## src/alr_pkg.sv

```systemverilog
// package: constants, carrier types and helpers for the alarm comparator
package alr_pkg;

    // value width used for readings, setpoints and limits
    localparam int VAL_W = 16;
    typedef logic signed [VAL_W-1:0] alr_val_t;

    // front and rear panel switches plus the clear contact, as sampled
    typedef struct packed {
        logic       trip_direction_switch;    // 1: rising trip, 0: falling
        logic [3:0] thousands_sign_digit;     // sign, thousands or off
        logic [3:0] hundreds_digit_switch;
        logic [3:0] tens_digit_switch;
        logic [3:0] units_digit_switch;
        logic [3:0] hysteresis_selector;      // deadband 0..9
        logic       reset_policy_switch;      // 1: latched, 0: self clear
        logic       external_clear_terminals; // 1: contact closed
    } alr_switch_t;

    localparam int SW_W = $bits(alr_switch_t);

    // switch level meanings
    localparam logic RISING_TRIP_DIRECTION  = 1'b1;
    localparam logic FALLING_TRIP_DIRECTION = 1'b0;
    localparam logic LATCHED_POLICY         = 1'b1;

    // thousands switch: bit 3 sign, bits 1:0 thousands, bit 2 set is off
    localparam int       THOU_NEG_BIT = 3;
    localparam int       THOU_OFF_BIT = 2;
    localparam logic [3:0] THOU_OFF_CODE = 4'hf;
    localparam logic [3:0] DIGIT_MAX     = 4'h9;
    localparam logic [3:0] DB_MAX        = 4'h9;
    localparam alr_val_t   SP_LIMIT      = 16'h0f9f; // 3999

    // register byte offsets on the avalon slave
    localparam logic [4:0] OFF_CTRL  = 5'h00;
    localparam logic [4:0] OFF_STAT  = 5'h04;
    localparam logic [4:0] OFF_SETP  = 5'h08;
    localparam logic [4:0] OFF_READ  = 5'h0c;
    localparam logic [4:0] OFF_SWCH  = 5'h10;

    // control register fields and reset value
    localparam int          CTRL_EN_BIT  = 0;
    localparam int          CTRL_CLR_BIT = 1;
    localparam logic [31:0] CTRL_RESET   = 32'h0000_0001;

    // status register fields
    localparam int STAT_ALARM_BIT = 0;
    localparam int STAT_SPON_BIT  = 1;
    localparam int STAT_TRIP_BIT  = 2;
    localparam int STAT_DIR_BIT   = 3;
    localparam int STAT_LATCH_BIT = 4;
    localparam int STAT_XCLR_BIT  = 5;

    // digit check used for the hundreds, tens and units switches
    function automatic logic alr_digit_ok(input logic [3:0] d);
        return d <= DIGIT_MAX;
    endfunction

    // widen a 4-bit count into the value type
    function automatic alr_val_t alr_widen(input logic [3:0] d);
        return alr_val_t'({12'h000, d});
    endfunction

endpackage

```

## src/alr_comparator.sv

```systemverilog
// alarm setpoint comparator with deadband, latching and avalon registers
`timescale 1ns/1ps
module alr_comparator
    import alr_pkg::*;
#(
    parameter int RD_W = 14
) (
    // clock and reset
    input  wire logic              clk,
    input  wire logic              rst,
    // measured reading from the converter path
    input  wire logic              rd_valid,
    input  wire logic [RD_W-1:0]   rd_data,
    // panel switches and clear contact pins
    input  wire alr_switch_t       sw_pins,
    // alarm outputs
    output logic                   alarm_relay,
    output logic                   alarm_led,
    // avalon-mm slave
    input  wire logic [4:0]        avs_address,
    input  wire logic              avs_read,
    input  wire logic              avs_write,
    input  wire logic [3:0]        avs_byteenable,
    input  wire logic [31:0]       avs_writedata,
    output logic [31:0]            avs_readdata,
    output logic                   avs_waitrequest
);

    // synchronised switches and decoded setpoint
    alr_switch_t sw;
    alr_val_t    sp;
    logic        sp_on;
    logic [3:0]  db;

    alr_sync #(
        .W          (SW_W)
    ) u_sync (
        .clk        (clk),
        .rst        (rst),
        .pin_raw    (sw_pins),
        .pin_stable (sw)
    );

    alr_setpoint u_setp (
        .clk        (clk),
        .rst        (rst),
        .sw         (sw),
        .sp_value   (sp),
        .sp_on      (sp_on),
        .deadband   (db)
    );

    // state
    logic        alarm_reg;
    logic        alarm_next;
    logic        relay_reg;
    logic        led_reg;
    logic        en_reg;
    logic        clr_reg;
    alr_val_t    last_reg;
    logic [31:0] rdata_reg;
    logic        wait_reg;

    // comparison terms
    alr_val_t rd;
    alr_val_t ret_lim;
    wire      dir_hi;
    wire      latched;
    wire      xclr;
    wire      trip;
    wire      hold;
    wire      upd;

    assign rd      = alr_val_t'(signed'(rd_data));
    assign dir_hi  = (sw.trip_direction_switch == RISING_TRIP_DIRECTION);
    assign latched = (sw.reset_policy_switch == LATCHED_POLICY);
    assign xclr    = sw.external_clear_terminals;
    assign upd     = rd_valid;

    // trip test; equality trips both ways
    assign trip = sp_on && en_reg && (dir_hi ? (rd >= sp)
                                             : (rd <= sp));
    // return limit moves back by the deadband
    assign ret_lim = dir_hi ? sp - alr_widen(db)
                            : sp + alr_widen(db);
    assign hold = dir_hi ? (rd >= ret_lim) : (rd <= ret_lim);

    // alarm next state; clear contact and disable win, trip beats a clear
    always_comb begin
        alarm_next = alarm_reg;
        if (xclr || !sp_on || !en_reg) begin
            alarm_next = 1'b0;
        end else if (upd && trip) begin
            alarm_next = 1'b1;
        end else if (clr_reg && latched) begin
            alarm_next = 1'b0;
        end else if (upd && !latched) begin
            alarm_next = alarm_reg & hold;
        end else if (!latched && !alarm_reg) begin
            alarm_next = 1'b0;
        end
    end // latched with no clear keeps the alarm

    // alarm state and its two outputs loaded together
    always_ff @(posedge clk) begin
        if (rst) begin
            alarm_reg <= 1'b0;
            relay_reg <= 1'b0;
            led_reg   <= 1'b0;
        end else begin
            alarm_reg <= alarm_next;
            relay_reg <= alarm_next;
            led_reg   <= alarm_next;
        end
    end

    assign alarm_relay = relay_reg;
    assign alarm_led   = led_reg;

    // last reading kept for software
    always_ff @(posedge clk) begin
        if (rst) begin
            last_reg <= '0;
        end else if (upd) begin
            last_reg <= rd;
        end
    end

    // bus decode: one wait cycle, then the access completes
    wire       req    = avs_read | avs_write;
    wire       go     = req & ~wait_reg;
    wire [2:0] widx   = avs_address[4:2];
    wire       hit_c  = (widx == OFF_CTRL[4:2]);
    wire       hit_s  = (widx == OFF_STAT[4:2]);
    wire       hit_p  = (widx == OFF_SETP[4:2]);
    wire       hit_r  = (widx == OFF_READ[4:2]);
    wire       hit_w  = (widx == OFF_SWCH[4:2]);
    wire       wr_c   = go & avs_write & hit_c & avs_byteenable[0];

    // read mux; unmapped words read zero
    logic [31:0] stat_w;
    logic [31:0] rmux;
    always_comb begin
        stat_w = '0;
        stat_w[STAT_ALARM_BIT] = alarm_reg;
        stat_w[STAT_SPON_BIT]  = sp_on;
        stat_w[STAT_TRIP_BIT]  = trip;
        stat_w[STAT_DIR_BIT]   = dir_hi;
        stat_w[STAT_LATCH_BIT] = latched;
        stat_w[STAT_XCLR_BIT]  = xclr;
        rmux = '0;
        if (hit_c) begin
            rmux[CTRL_EN_BIT] = en_reg;
        end else if (hit_s) begin
            rmux = stat_w;
        end else if (hit_p) begin
            rmux = 32'(signed'(sp));
        end else if (hit_r) begin
            rmux = 32'(signed'(last_reg));
        end else if (hit_w) begin
            rmux = 32'(sw);
        end
    end

    // handshake and control register
    always_ff @(posedge clk) begin
        if (rst) begin
            wait_reg  <= 1'b1;
            rdata_reg <= '0;
            en_reg    <= CTRL_RESET[CTRL_EN_BIT];
            clr_reg   <= 1'b0;
        end else begin
            wait_reg  <= ~(req & wait_reg);
            rdata_reg <= (req & wait_reg & avs_read) ? rmux : rdata_reg;
            clr_reg   <= wr_c & avs_writedata[CTRL_CLR_BIT];
            if (wr_c) begin
                en_reg <= avs_writedata[CTRL_EN_BIT];
            end
        end
    end

    assign avs_readdata    = rdata_reg;
    assign avs_waitrequest = wait_reg;

    // helper: live conditions in the same cycle, not registered
    wire act = sp_on && en_reg && !xclr;
endmodule

```

## src/alr_sync.sv

```systemverilog
// synchroniser for panel switches and the clear contact
`timescale 1ns/1ps
module alr_sync
    import alr_pkg::*;
#(
    parameter int W = SW_W
) (
    // clock and reset
    input  wire logic         clk,
    input  wire logic         rst,
    // raw pins and filtered result
    input  wire logic [W-1:0] pin_raw,
    output logic      [W-1:0] pin_stable
);

    logic [W-1:0] s1_reg;
    logic [W-1:0] s2_reg;
    logic [W-1:0] s3_reg;
    logic [W-1:0] stable_reg;
    logic [W-1:0] stable_next;
    wire  [W-1:0] agree;

    // a bit changes only where the second and third stages agree
    assign agree       = ~(s2_reg ^ s3_reg);
    assign stable_next = (s3_reg & agree) | (stable_reg & ~agree);
    assign pin_stable  = stable_reg;

    // three stage chain; first stage feeds only the second
    always_ff @(posedge clk) begin
        if (rst) begin
            s1_reg     <= '0;
            s2_reg     <= '0;
            s3_reg     <= '0;
            stable_reg <= '0;
        end else begin
            s1_reg     <= pin_raw;
            s2_reg     <= s1_reg;
            s3_reg     <= s2_reg;
            stable_reg <= stable_next;
        end
    end

endmodule

```

## src/alr_setpoint.sv

```systemverilog
// decodes the digit switches into a signed setpoint and a deadband
`timescale 1ns/1ps
module alr_setpoint
    import alr_pkg::*;
(
    // clock and reset
    input  wire logic        clk,
    input  wire logic        rst,
    // synchronised switches
    input  wire alr_switch_t sw,
    // decoded settings
    output alr_val_t         sp_value,
    output logic             sp_on,
    output logic [3:0]       deadband
);

    alr_val_t   sp_reg;
    logic       on_reg;
    logic [3:0] db_reg;
    wire  [3:0] th;
    wire        th_ok;
    wire        digits_ok;
    wire        sp_ok;
    alr_val_t   mag;

    assign th = sw.thousands_sign_digit;
    // off position (or any code outside the sign range) disables
    assign th_ok     = ~th[THOU_OFF_BIT] && (th != THOU_OFF_CODE);
    assign digits_ok = alr_digit_ok(sw.hundreds_digit_switch)
                     & alr_digit_ok(sw.tens_digit_switch)
                     & alr_digit_ok(sw.units_digit_switch);
    // a disabled setpoint reads zero so the range stays within four digits
    assign sp_ok     = th_ok & digits_ok;

    // thousands, hundreds, tens, units weighting
    assign mag = alr_val_t'(alr_widen({2'b00, th[1:0]}) * 16'sd1000
               + alr_widen(sw.hundreds_digit_switch) * 16'sd100
               + alr_widen(sw.tens_digit_switch) * 16'sd10
               + alr_widen(sw.units_digit_switch));

    assign sp_value = sp_reg;
    assign sp_on    = on_reg;
    assign deadband = db_reg;

    // registered so a switch change applies from the next comparison
    always_ff @(posedge clk) begin
        if (rst) begin
            sp_reg <= '0;
            on_reg <= 1'b0;
            db_reg <= '0;
        end else begin
            sp_reg <= sp_ok ? (th[THOU_NEG_BIT] ? -mag : mag) : '0;
            on_reg <= sp_ok;
            db_reg <= (sw.hysteresis_selector > DB_MAX) ? DB_MAX
                                                       : sw.hysteresis_selector;
        end
    end

endmodule

```

## config.mk

```make
export PLATFORM = sky130hd
export DESIGN_NAME = alr_comparator
export DESIGN_NICKNAME = d
export VERILOG_FILES = /design/src/alr_pkg.sv /design/src/alr_comparator.sv /design/src/alr_sync.sv /design/src/alr_setpoint.sv
export SDC_FILE = /design/constraint.sdc
export NUM_CORES = 1
export LEC_CHECK = 0
export ABC_AREA = 1
export BUFFER_PORTS_ARGS = -buffer_cell sky130_fd_sc_hd__clkbuf_2
export CORE_MARGIN = 3
export CORE_UTILIZATION = 45
export CTS_CLUSTER_SIZE = 24
export DETAILED_ROUTE_END_ITERATION = 6
export HOLD_SLACK_MARGIN = 0.12
export PLACE_DENSITY = 0.62
export SETUP_SLACK_MARGIN = 0.2
export SLEW_MARGIN = 10
export SYNTH_ARGS = -nofsm -noshare
export SYNTH_HDL_FRONTEND = slang
export SYNTH_SLANG_ARGS = --single-unit
```

## constraint.sdc

```tcl
create_clock -name clk -period 7.8 [get_ports clk]
set_clock_uncertainty 0.05 [all_clocks]
set_input_delay 0.39 -clock clk [delete_from_list [all_inputs] [get_ports clk]]
set_output_delay 0.39 -clock clk [all_outputs]
set_load 0.03 [all_outputs]
```

* Yosys cells after proc, flatten, opt, wreduce, memory -nomap -nowiden
Index checks and enable logic that the tools add are counted.
Word-level totals: bits of input ports 83, word-level logic and storage cells 91, flip-flop bits (word level) 163
Cells by class: muxes and demuxes 15, multipliers 3, bitwise gates (word level) 22, $lt $le $gt $ge 8, $add $sub $neg 6, reductions and logical operators 18, eq/ne operators 5
Operator list (count):
- $mux 32 | 3
- $and 23x23->23 | 2
- $not 23->23 | 2
- $add 16x16->16 | 2
- $add 16x5->16 | 2
- $ge 14x16->1 | 2
- $le 14x16->1 | 2
- $mux 16 | 2
- $mux 31 | 1
- $mux 23 | 1
- $or 23x23->23 | 1
- $xor 23x23->23 | 1
- $neg 16->16 | 1
- $sub 16x5->16 | 1
- $le 4x4->1 const B | 3
- $and 1x1->1 | 11
- $mul 2x7->9 const B | 1
- $mul 4x5->9 const B | 1
- $logic_and 1x1->1 | 7
- $mul 4x3->7 const B | 1
- $mux 1 | 7
- $eq 3x2->1 const B | 2
- $reduce_or 2->1 | 3
- $gt 4x4->1 const B | 1
- 10 further kinds | 17

* Logic depth before layout (Yosys ltp)
Gate-level depths: netlist of the first run.
depth after elaboration 8, depth in mapped cells 25, mapped depth without buffers 25

* Modules after synthesis
A second synthesis of the first run with hierarchy kept.
Unflattened totals: cell total of the unflattened synthesis 1116, area, all modules 8431.8 um2
By module, submodules not included:
- alr_comparator | sequential area each 840.8 um2, area each 3544.6 um2, cells an instance 517, times used 1
- alr_sync | sequential area each 1841.8 um2, area each 2756.4 um2, cells an instance 310, times used 1
- alr_setpoint | sequential area each 420.4 um2, area each 2130.8 um2, cells an instance 289, times used 1

* Least setup slack after synthesis of the first run
Ideal clock, no wire load.
kind flip-flop to flip-flop, start reg (tool-made name), end reg u_setp.sp_reg[13], in the netlist u_setp.sp_value[13], cell stages (with the launch flop) 20, arrival 3.452 ns, clock period less this slack 3.617 ns, path slack 4.183 ns, cells stage by stage dfxtp_1 -> inv_1 -> ha_1 -> ha_1 -> inv_1 -> fa_1 -> inv_1 -> fa_1 -> ha_1 -> ha_1 -> a21oi_2 -> nor2_1 -> nor2_1 -> nand2_1 -> nand2_1 -> nand2_1 -> nand3_4 -> nand2_4 -> a21oi_1 -> nor2_1
RTL lines:
- end signal, assigned | RTL line alr_setpoint.sv:52 | sp_reg <= sp_ok ? (th[THOU_NEG_BIT] ? -mag : mag) : '0;
- end, declared | RTL line alr_setpoint.sv:17 | alr_val_t sp_reg;

==> reports/summary.txt, run 1 <==
fraction of registers with async set/reset - 0
register area - 3100 sq um
Initial Utilization - 0.463
Comb power frac - 0.101
Least-Margin Pin Slew - 0.934 ns
cell row count - 49
Final #Nets - 1378
clk slew on worst S/H paths - 0.07 ns
via count of the first global-routing pass - 6425
Peak VDD IR - 0.000138 V
commonest cells after routing, fill and taps aside - inv_1 (196), dfxtp_1 (155), nand2_1 (151), nor2_1 (136), a21oi_1 (108)
Power Internal - 1300 uW
vias - 7021
R2R cell count - 22
CP endpoint kind - flip-flop
main flop type after synthesis - dfxtp_1
GRT Overall Usage - 0.195
CTS tree - done
Setup TNS - 0 ns
Cell Pwr Density - 183 nW/um^2
Fin. Hold Viols - 0
Post-synth EDFFs - 0
Clk pwr share - 0.437
clock insertion delay at the later pin of the skew report - 0.43 ns
max_cap viols - 0
Layout Area Growth over Synthesis - 15.8%
Met3 Wirelength - 888 um
Cells after Synth - 1102
wl on met1 - 9.33 mm
initial DRC count - 406
status - finished clean
final core occ - 0.536
period utilisation layout - 0.535
post-CTS setup buffer count - 0
DR WL met2 - 8.69 mm
flop2flop setup slack - 3.62 ns
Mean Syn Cell Area - 7.63 sq um
Via-to-Cell Ratio - 4.90
Post-route DRC - 0
die area - 20300 sq um
Die X - 143 um
Net Sw Power - 481 uW
antenna violations before repair - 0
fmax - 0.239 GHz
Post-CTS Hold Buffers - 24
crit-path max FO - 12
Die Ht - 143 um
Synth Warn # - 0
H-tree depth - 4
RR Endpoint - alarm_led
RSZ-0062 raised after global routing - no
kind of path behind the tightest hold check - in -> reg
Ports - 118
cell leakage power - 0.00464 uW
diode count - 0
Netlist cell types - 46
Final ANT Viol Nets - 0
Final HPWL DP - 14.6 mm
Sw Share - 0.270
drt wl/cell - 13.4 um
PortBufs - 82
critical path class - reg -> reg
largest net degree at the start of global routing - 83
crit path time final - 4.18 ns
mapped cell area - 8400 sq um
Clock Sinks - 155
post-cts sizing count - 0
Flop pwr share - 0.463
CP arrival - 4.49 ns
total CTS buffers - 17
share of cells above drive strength 1 - 0.114
Core Region - 18100 sq um
sequential fraction of the synthesis area - 0.369
global route total overflow - 0
Worst slew margin - 0.375
multi-input logic area - 4370 sq um
clk root buf - clkbuf_16
Max Root-Sink Buffers - 2
Synth Register Bits - 155
# fillers - 1768
commonest non-fill, non-tap cell in the layout - inv_1
Crit path required time - 8.11 ns
final WL - 19.2 mm
first-pass GRT wire length - 31.7 mm
final setup fails - 0
CP endpoint - alarm_led
Pins Over Slew Limit - 0
top sig layer - met4
Placer Congestion - 0.915
Post-Syn Nets - 1289
first-pass detailed-route iteration total - 5
CP Launch Type - flip-flop
==> through the flow <==
stage                     hold WS, ns  power [uW]  area (sq um)  instances  worst slack [ns]
final                           0.158        1780          9730       1432              3.62
after CTS                       0.152        1800          9730       1432              3.57
after floorplan                 0.338         963          8400       1102              4.18
after detailed placement        0.343        1010          8930       1377              3.58
after global routing            0.172        1860          9730       1432              3.07
after global placement          0.340        1010          8930       1377              3.65
==> how the worst min path moves through the flow <==
stage / startpoint / to / slack, ns / depth (start not counted)
after floorplan: u_sync.s1_reg[0] / u_sync.s2_reg[0] / 0.34 / 2
after global placement: u_sync.s1_reg[15] / u_sync.s2_reg[15] / 0.34 / 2
after detailed placement: u_sync.s1_reg[15] / u_sync.s2_reg[15] / 0.34 / 2
after CTS: rd_valid / last_reg[0] / 0.15 / 2
after global routing: rd_valid / last_reg[0] / 0.17 / 2
final: avs_writedata[0] / en_reg / 0.16 / 3
==> cell families after synthesis <==
| family | share of synthesized area |
|---|---|
| buf+inv | 0.111 |
| xor+xnor | 0.0229 |
| fa+ha+maj | 0.165 |
| compound gates | 0.152 |
| simple gates | 0.180 |
| flops | 0.369 |
==> critical path, cell delays in order, from the launching register on <==
cell     delay, ns
dfxtp_1       0.66
inv_1         0.25
a21oi_1       0.57
ha_1          0.41
nand2_1       0.12
o21ai_0       0.09
nand2_1       0.08
nand4_1       0.14
nand2_1       0.10
inv_1         0.03
o21ai_0       0.22
nand2_1       0.08
nand2_1       0.06
nand2_1       0.05
ha_1          0.29
nand4_1       0.14
nor3_1        0.28
nand2_1       0.12
nand2_1       0.07
nand2_1       0.04
nand3_1       0.09
nand2_1       0.06
a21oi_1       0.14
==> power by group through the flow <==
| stage | logic [uW] | clock network, uW | registers, uW |
|---|---|---|---|
| detailed placement | 171 | 0 | 842 |
| finish | 179 | 779 | 825 |
| global route | 206 | 826 | 827 |
| global placement | 168 | 0 | 842 |
| CTS | 180 | 795 | 824 |
| floorplan | 117 | 0 | 846 |
==> synth_stat cells, types with 2 or more instances <==
master    number  area [sq um]
inv_1        196           736
dfxtp_1      155          3100
nand2_1      151           567
nor2_1       136           510
a21oi_1      108           541
ha_1          93          1160
o21ai_0       54           270
nand3_1       38           190
clkbuf_1      23          86.3
a211oi_1      20           150
xor2_1        13           114
o22ai_1       12          75.1
fa_1          11           220
buf_4         10          75.1
nand4_1        9          56.3
xnor2_1        9          78.8
nor3_1         6          30.0
nand2_2        5          31.3
o211ai_1       5          37.5
a31oi_1        4          25.0
inv_2          4          15.0
buf_2          3          15.0
o21ai_1        3          15.0
o21bai_1       3          22.5
o221ai_1       3          26.3
a21o_1         2          15.0
buf_1          2          7.51
nand2_4        2          22.5
nand3b_1       2          15.0
nor2_4         2          22.5
o31ai_1        2          15.0
or2_2          2          12.5
==> final cells by class <==
class | count | area share
clock inverter | 14 | 0.0136
inverter | 200 | 0.0771
timing repair buffer | 108 | 0.0687
clock buffer | 17 | 0.0437
multi-input combinational | 709 | 0.449
sequential | 155 | 0.319
tap | 229 | 0.0294
==> layer usage <==
| metal | up-vias | global-route usage |
|---|---|---|
| li1 | 3730 | - |
| met1 | 3132 | 0.276 |
| met2 | 142 | 0.310 |
| met3 | 17 | 0.0305 |
| met4 | 0 | 0.0570 |
| met5 | - | 0 |
Power figures use the tool's default switching activity.
==> run 2, diff against run 1 <==
--- a/config.mk
+++ b/config.mk
@@ -5,14 +5,14 @@
 export SDC_FILE = /design/constraint.sdc
 export NUM_CORES = 1
 export LEC_CHECK = 0
-export ABC_AREA = 1
+export ABC_AREA = 0
 export BUFFER_PORTS_ARGS = -buffer_cell sky130_fd_sc_hd__clkbuf_2
 export CORE_MARGIN = 3
 export CORE_UTILIZATION = 45
 export CTS_CLUSTER_SIZE = 24
 export DETAILED_ROUTE_END_ITERATION = 6
 export HOLD_SLACK_MARGIN = 0.12
-export PLACE_DENSITY = 0.62
+export PLACE_DENSITY = 0.65
 export SETUP_SLACK_MARGIN = 0.2
 export SLEW_MARGIN = 10
 export SYNTH_ARGS = -nofsm -noshare
==> constraint.sdc (replaced) <==
create_clock -name clk -period 3.6 [get_ports clk]
set_clock_uncertainty 0.05 [all_clocks]
set_input_delay 0.18 -clock clk [delete_from_list [all_inputs] [get_ports clk]]
set_output_delay 0.18 -clock clk [all_outputs]
set_load 0.03 [all_outputs]
==> run 2 against run 1 <==
  * The run now ends with setup timing left
  * Non-clock buffer count grew 137
  * Synthesized area shrank 2.2%
  * Utilization grew 9.6 points
  * Global-route usage grew 1.1 points
  * Synthesized cell count shrank 17%
  * Via count shrank 0.71%
  * Cell count shrank 3.6%
  * Sequential share of layout area shrank 3.8 points
  * Critical path type unchanged
  * Critical endpoint is now u_setp.sp_value[12]
  * Largest power group is now clock
==> reports/summary.txt, run 2 <==
max_cap viols - 0
Finished Layout Cells - 1380
Synth area leaders - dfxtp_1 (38%), ha_1 (14%), nor2b_1 (6.1%), a21oi_1 (4.5%), mux2i_1 (3.9%)
Placer Congestion - 0.873
Critical Path Max Stage Delay - 0.54 ns
Final ANT Viol Nets - 0
Commonest cells post-synth - dfxtp_1 (155), ha_1 (93), nor2_1 (81), nor2b_1 (80), a21oi_1 (74)
Yosys top cell area share - 0.378
CP endpoint kind - flip-flop
CP Launch Type - flip-flop
clock insertion delay at the later pin of the skew report - 0.42 ns
Pins Over Slew Limit - 0
cell leakage power - 0.00493 uW
mapped cell area - 8220 sq um
Post-synth EDFFs - 0
dpl ws - -0.570 ns
drt wl/cell - 14.6 um
CP Cell Sequence - ha_4 > ha_4 > inv_1 > fa_1 > inv_1 > fa_1 > ha_4 > ha_4 > o21ai_2 > o211ai_1 > or3b_4 > or4_4 > o41ai_4 > xnor2_1 > nor2_1
Post-route DRC - 0
first-pass detailed-route iteration total - 6
Least-Margin Pin Slew - 0.994 ns
Synth Warn # - 0
Final HPWL DP - 14.9 mm
CP arrival - 4.40 ns
Synth area leader - dfxtp_1
GRT Overall Usage - 0.207
Mean Syn Cell Area - 8.95 sq um
largest net degree at the start of global routing - 103
Die X - 141 um
Core Region - 17600 sq um
Final #Nets - 1329
Ports - 118
antenna violations before repair - 0
global route total overflow - 0
CTS tree - done
placed cell area - 9710 sq um
Setup TNS - -3.31 ns
initial DRC count - 379
sequential fraction of the synthesis area - 0.378
final WL - 20.2 mm
Clock Sinks - 155
Worst slew margin - 0.338
Max Root-Sink Buffers - 2
Layout Area Growth over Synthesis - 35.3%
H-tree depth - 4
status - finished, violations left
R2R cell count - 15
crit-path max FO - 4
Netlist cell types - 59
Synth Register Bits - 155
cell row count - 48
most frequent CP cell - ha_4
Post-Syn Nets - 1105
main flop type after synthesis - dfxtp_1
clk root buf - clkbuf_16
kind of path behind the tightest hold check - in -> reg
Fin. Hold Viols - 0
critical path class - reg -> reg
diode count - 0
Via-to-Cell Ratio - 5.05
placed cell count - 1288
clk slew on worst S/H paths - 0.07 ns
final setup fails - 9
vias - 6971
die area - 19900 sq um
Crit path required time - 3.86 ns
Cells after Synth - 918
CP endpoint - u_setp.sp_value[12]
first-pass GRT wire length - 33.3 mm
most frequent cell after synthesis - dfxtp_1
RR Endpoint - u_setp.sp_value[12]
via count of the first global-routing pass - 6746
commonest cells after routing, fill and taps aside - dfxtp_1 (145), buf_4 (107), nor2_1 (81), clkbuf_2 (81), nor2b_1 (80)
Die Ht - 141 um
failing checks - setup timing
RSZ-0062 raised after global routing - yes
fraction of registers with async set/reset - 0
crit path time final - 4.14 ns
Initial Utilization - 0.467
total CTS buffers - 17
period utilisation layout - 1.15
commonest non-fill, non-tap cell in the layout - dfxtp_1
flop2flop setup slack - -0.54 ns
Cell Pwr Density - 371 nW/um^2
share of cells above drive strength 1 - 0.255
Peak VDD IR - 0.000445 V
PortBufs - 82
post-route cell area - 11100 sq um
Slowest cell on crit path - or4_4
fmax - 0.242 GHz
final worst slack - -0.541 ns
==> run 2: metrics by stage <==
stage	hold slack, ns	power (uW)	util
6_report	0.196	4120	0.632
2_1_floorplan	0.246	2120	-
4_1_cts	0.174	4150	0.627
3_5_place_dp	0.342	2270	0.552
3_3_place_gp	0.339	2260	0.552
5_1_grt	0.228	4290	0.632
==> run 2: cell type report <==
class	instances	area, sq um
clock buffer	17	425
clock inverter	15	185
fill	1454	6480
inverter	62	233
multi-input combinational	661	5090
sequential	155	3120
tap	225	282
timing repair buffer	245	1780
==> run 2: critical path, delay by kind of cell, from the launching register on <==
kind / cells / cell delay (ns)
xor+xnor: 1 / 0.16
fa+ha+maj: 6 / 1.93
simple gates: 3 / 1.00
compound gates: 3 / 0.45
buf+inv: 2 / 0.09
flops: 1 / 0.35
==> run 2: worst min-delay path by stage <==
stage	to	start	slack, ns	cells after the start
after floorplan	avs_waitrequest	avs_read	0.25	1
after global placement	u_sync.s1_reg[13]	sw_pins[13]	0.34	2
after detailed placement	u_sync.s1_reg[19]	sw_pins[19]	0.34	2
after CTS	avs_readdata[5]	avs_address[4]	0.17	4
after global routing	avs_readdata[5]	avs_address[4]	0.23	4
final	avs_readdata[5]	avs_address[4]	0.20	4
==> run 2: cell families after synthesis <==
| family | share of synthesized area |
|---|---|
| compound gates | 0.144 |
| mux | 0.0404 |
| buf+inv | 0.0525 |
| simple gates | 0.178 |
| fa+ha+maj | 0.168 |
| flops | 0.378 |
| xor+xnor | 0.0384 |
==> run 2: metal layers <==
metal	vias up	share of wire	GRT usage
met3	28	0.035	0.0356
met1	3197	0.46	0.271
met2	145	0.49	0.351
met5	-	0	0
li1	3601	-	-
met4	0	0.016	0.0586
==> run 2: power breakdown <==
| part | leakage [uW] | total (uW) | internal, uW | switching (uW) |
|---|---|---|---|---|
| sequential | 0.00127 | 1800 | 1770 | 29.2 |
| combinational | 0.00336 | 502 | 239 | 263 |
| clock | 0.000298 | 1820 | 1050 | 771 |
| total | 0.00493 | 4120 | 3060 | 1060 |
==> run 2: repair_timing <==
| item | 4_1_cts | 5_1_grt |
|---|---|---|
| hold endpoints to repair | 41 | 0 |
| setup buffers | 7 | 0 |
| pin swaps | 25 | 10 |
| hold buffers | 53 | 0 |
| endpoints found under the setup margin | 10 | 12 |
| resized for setup | 29 | 17 |
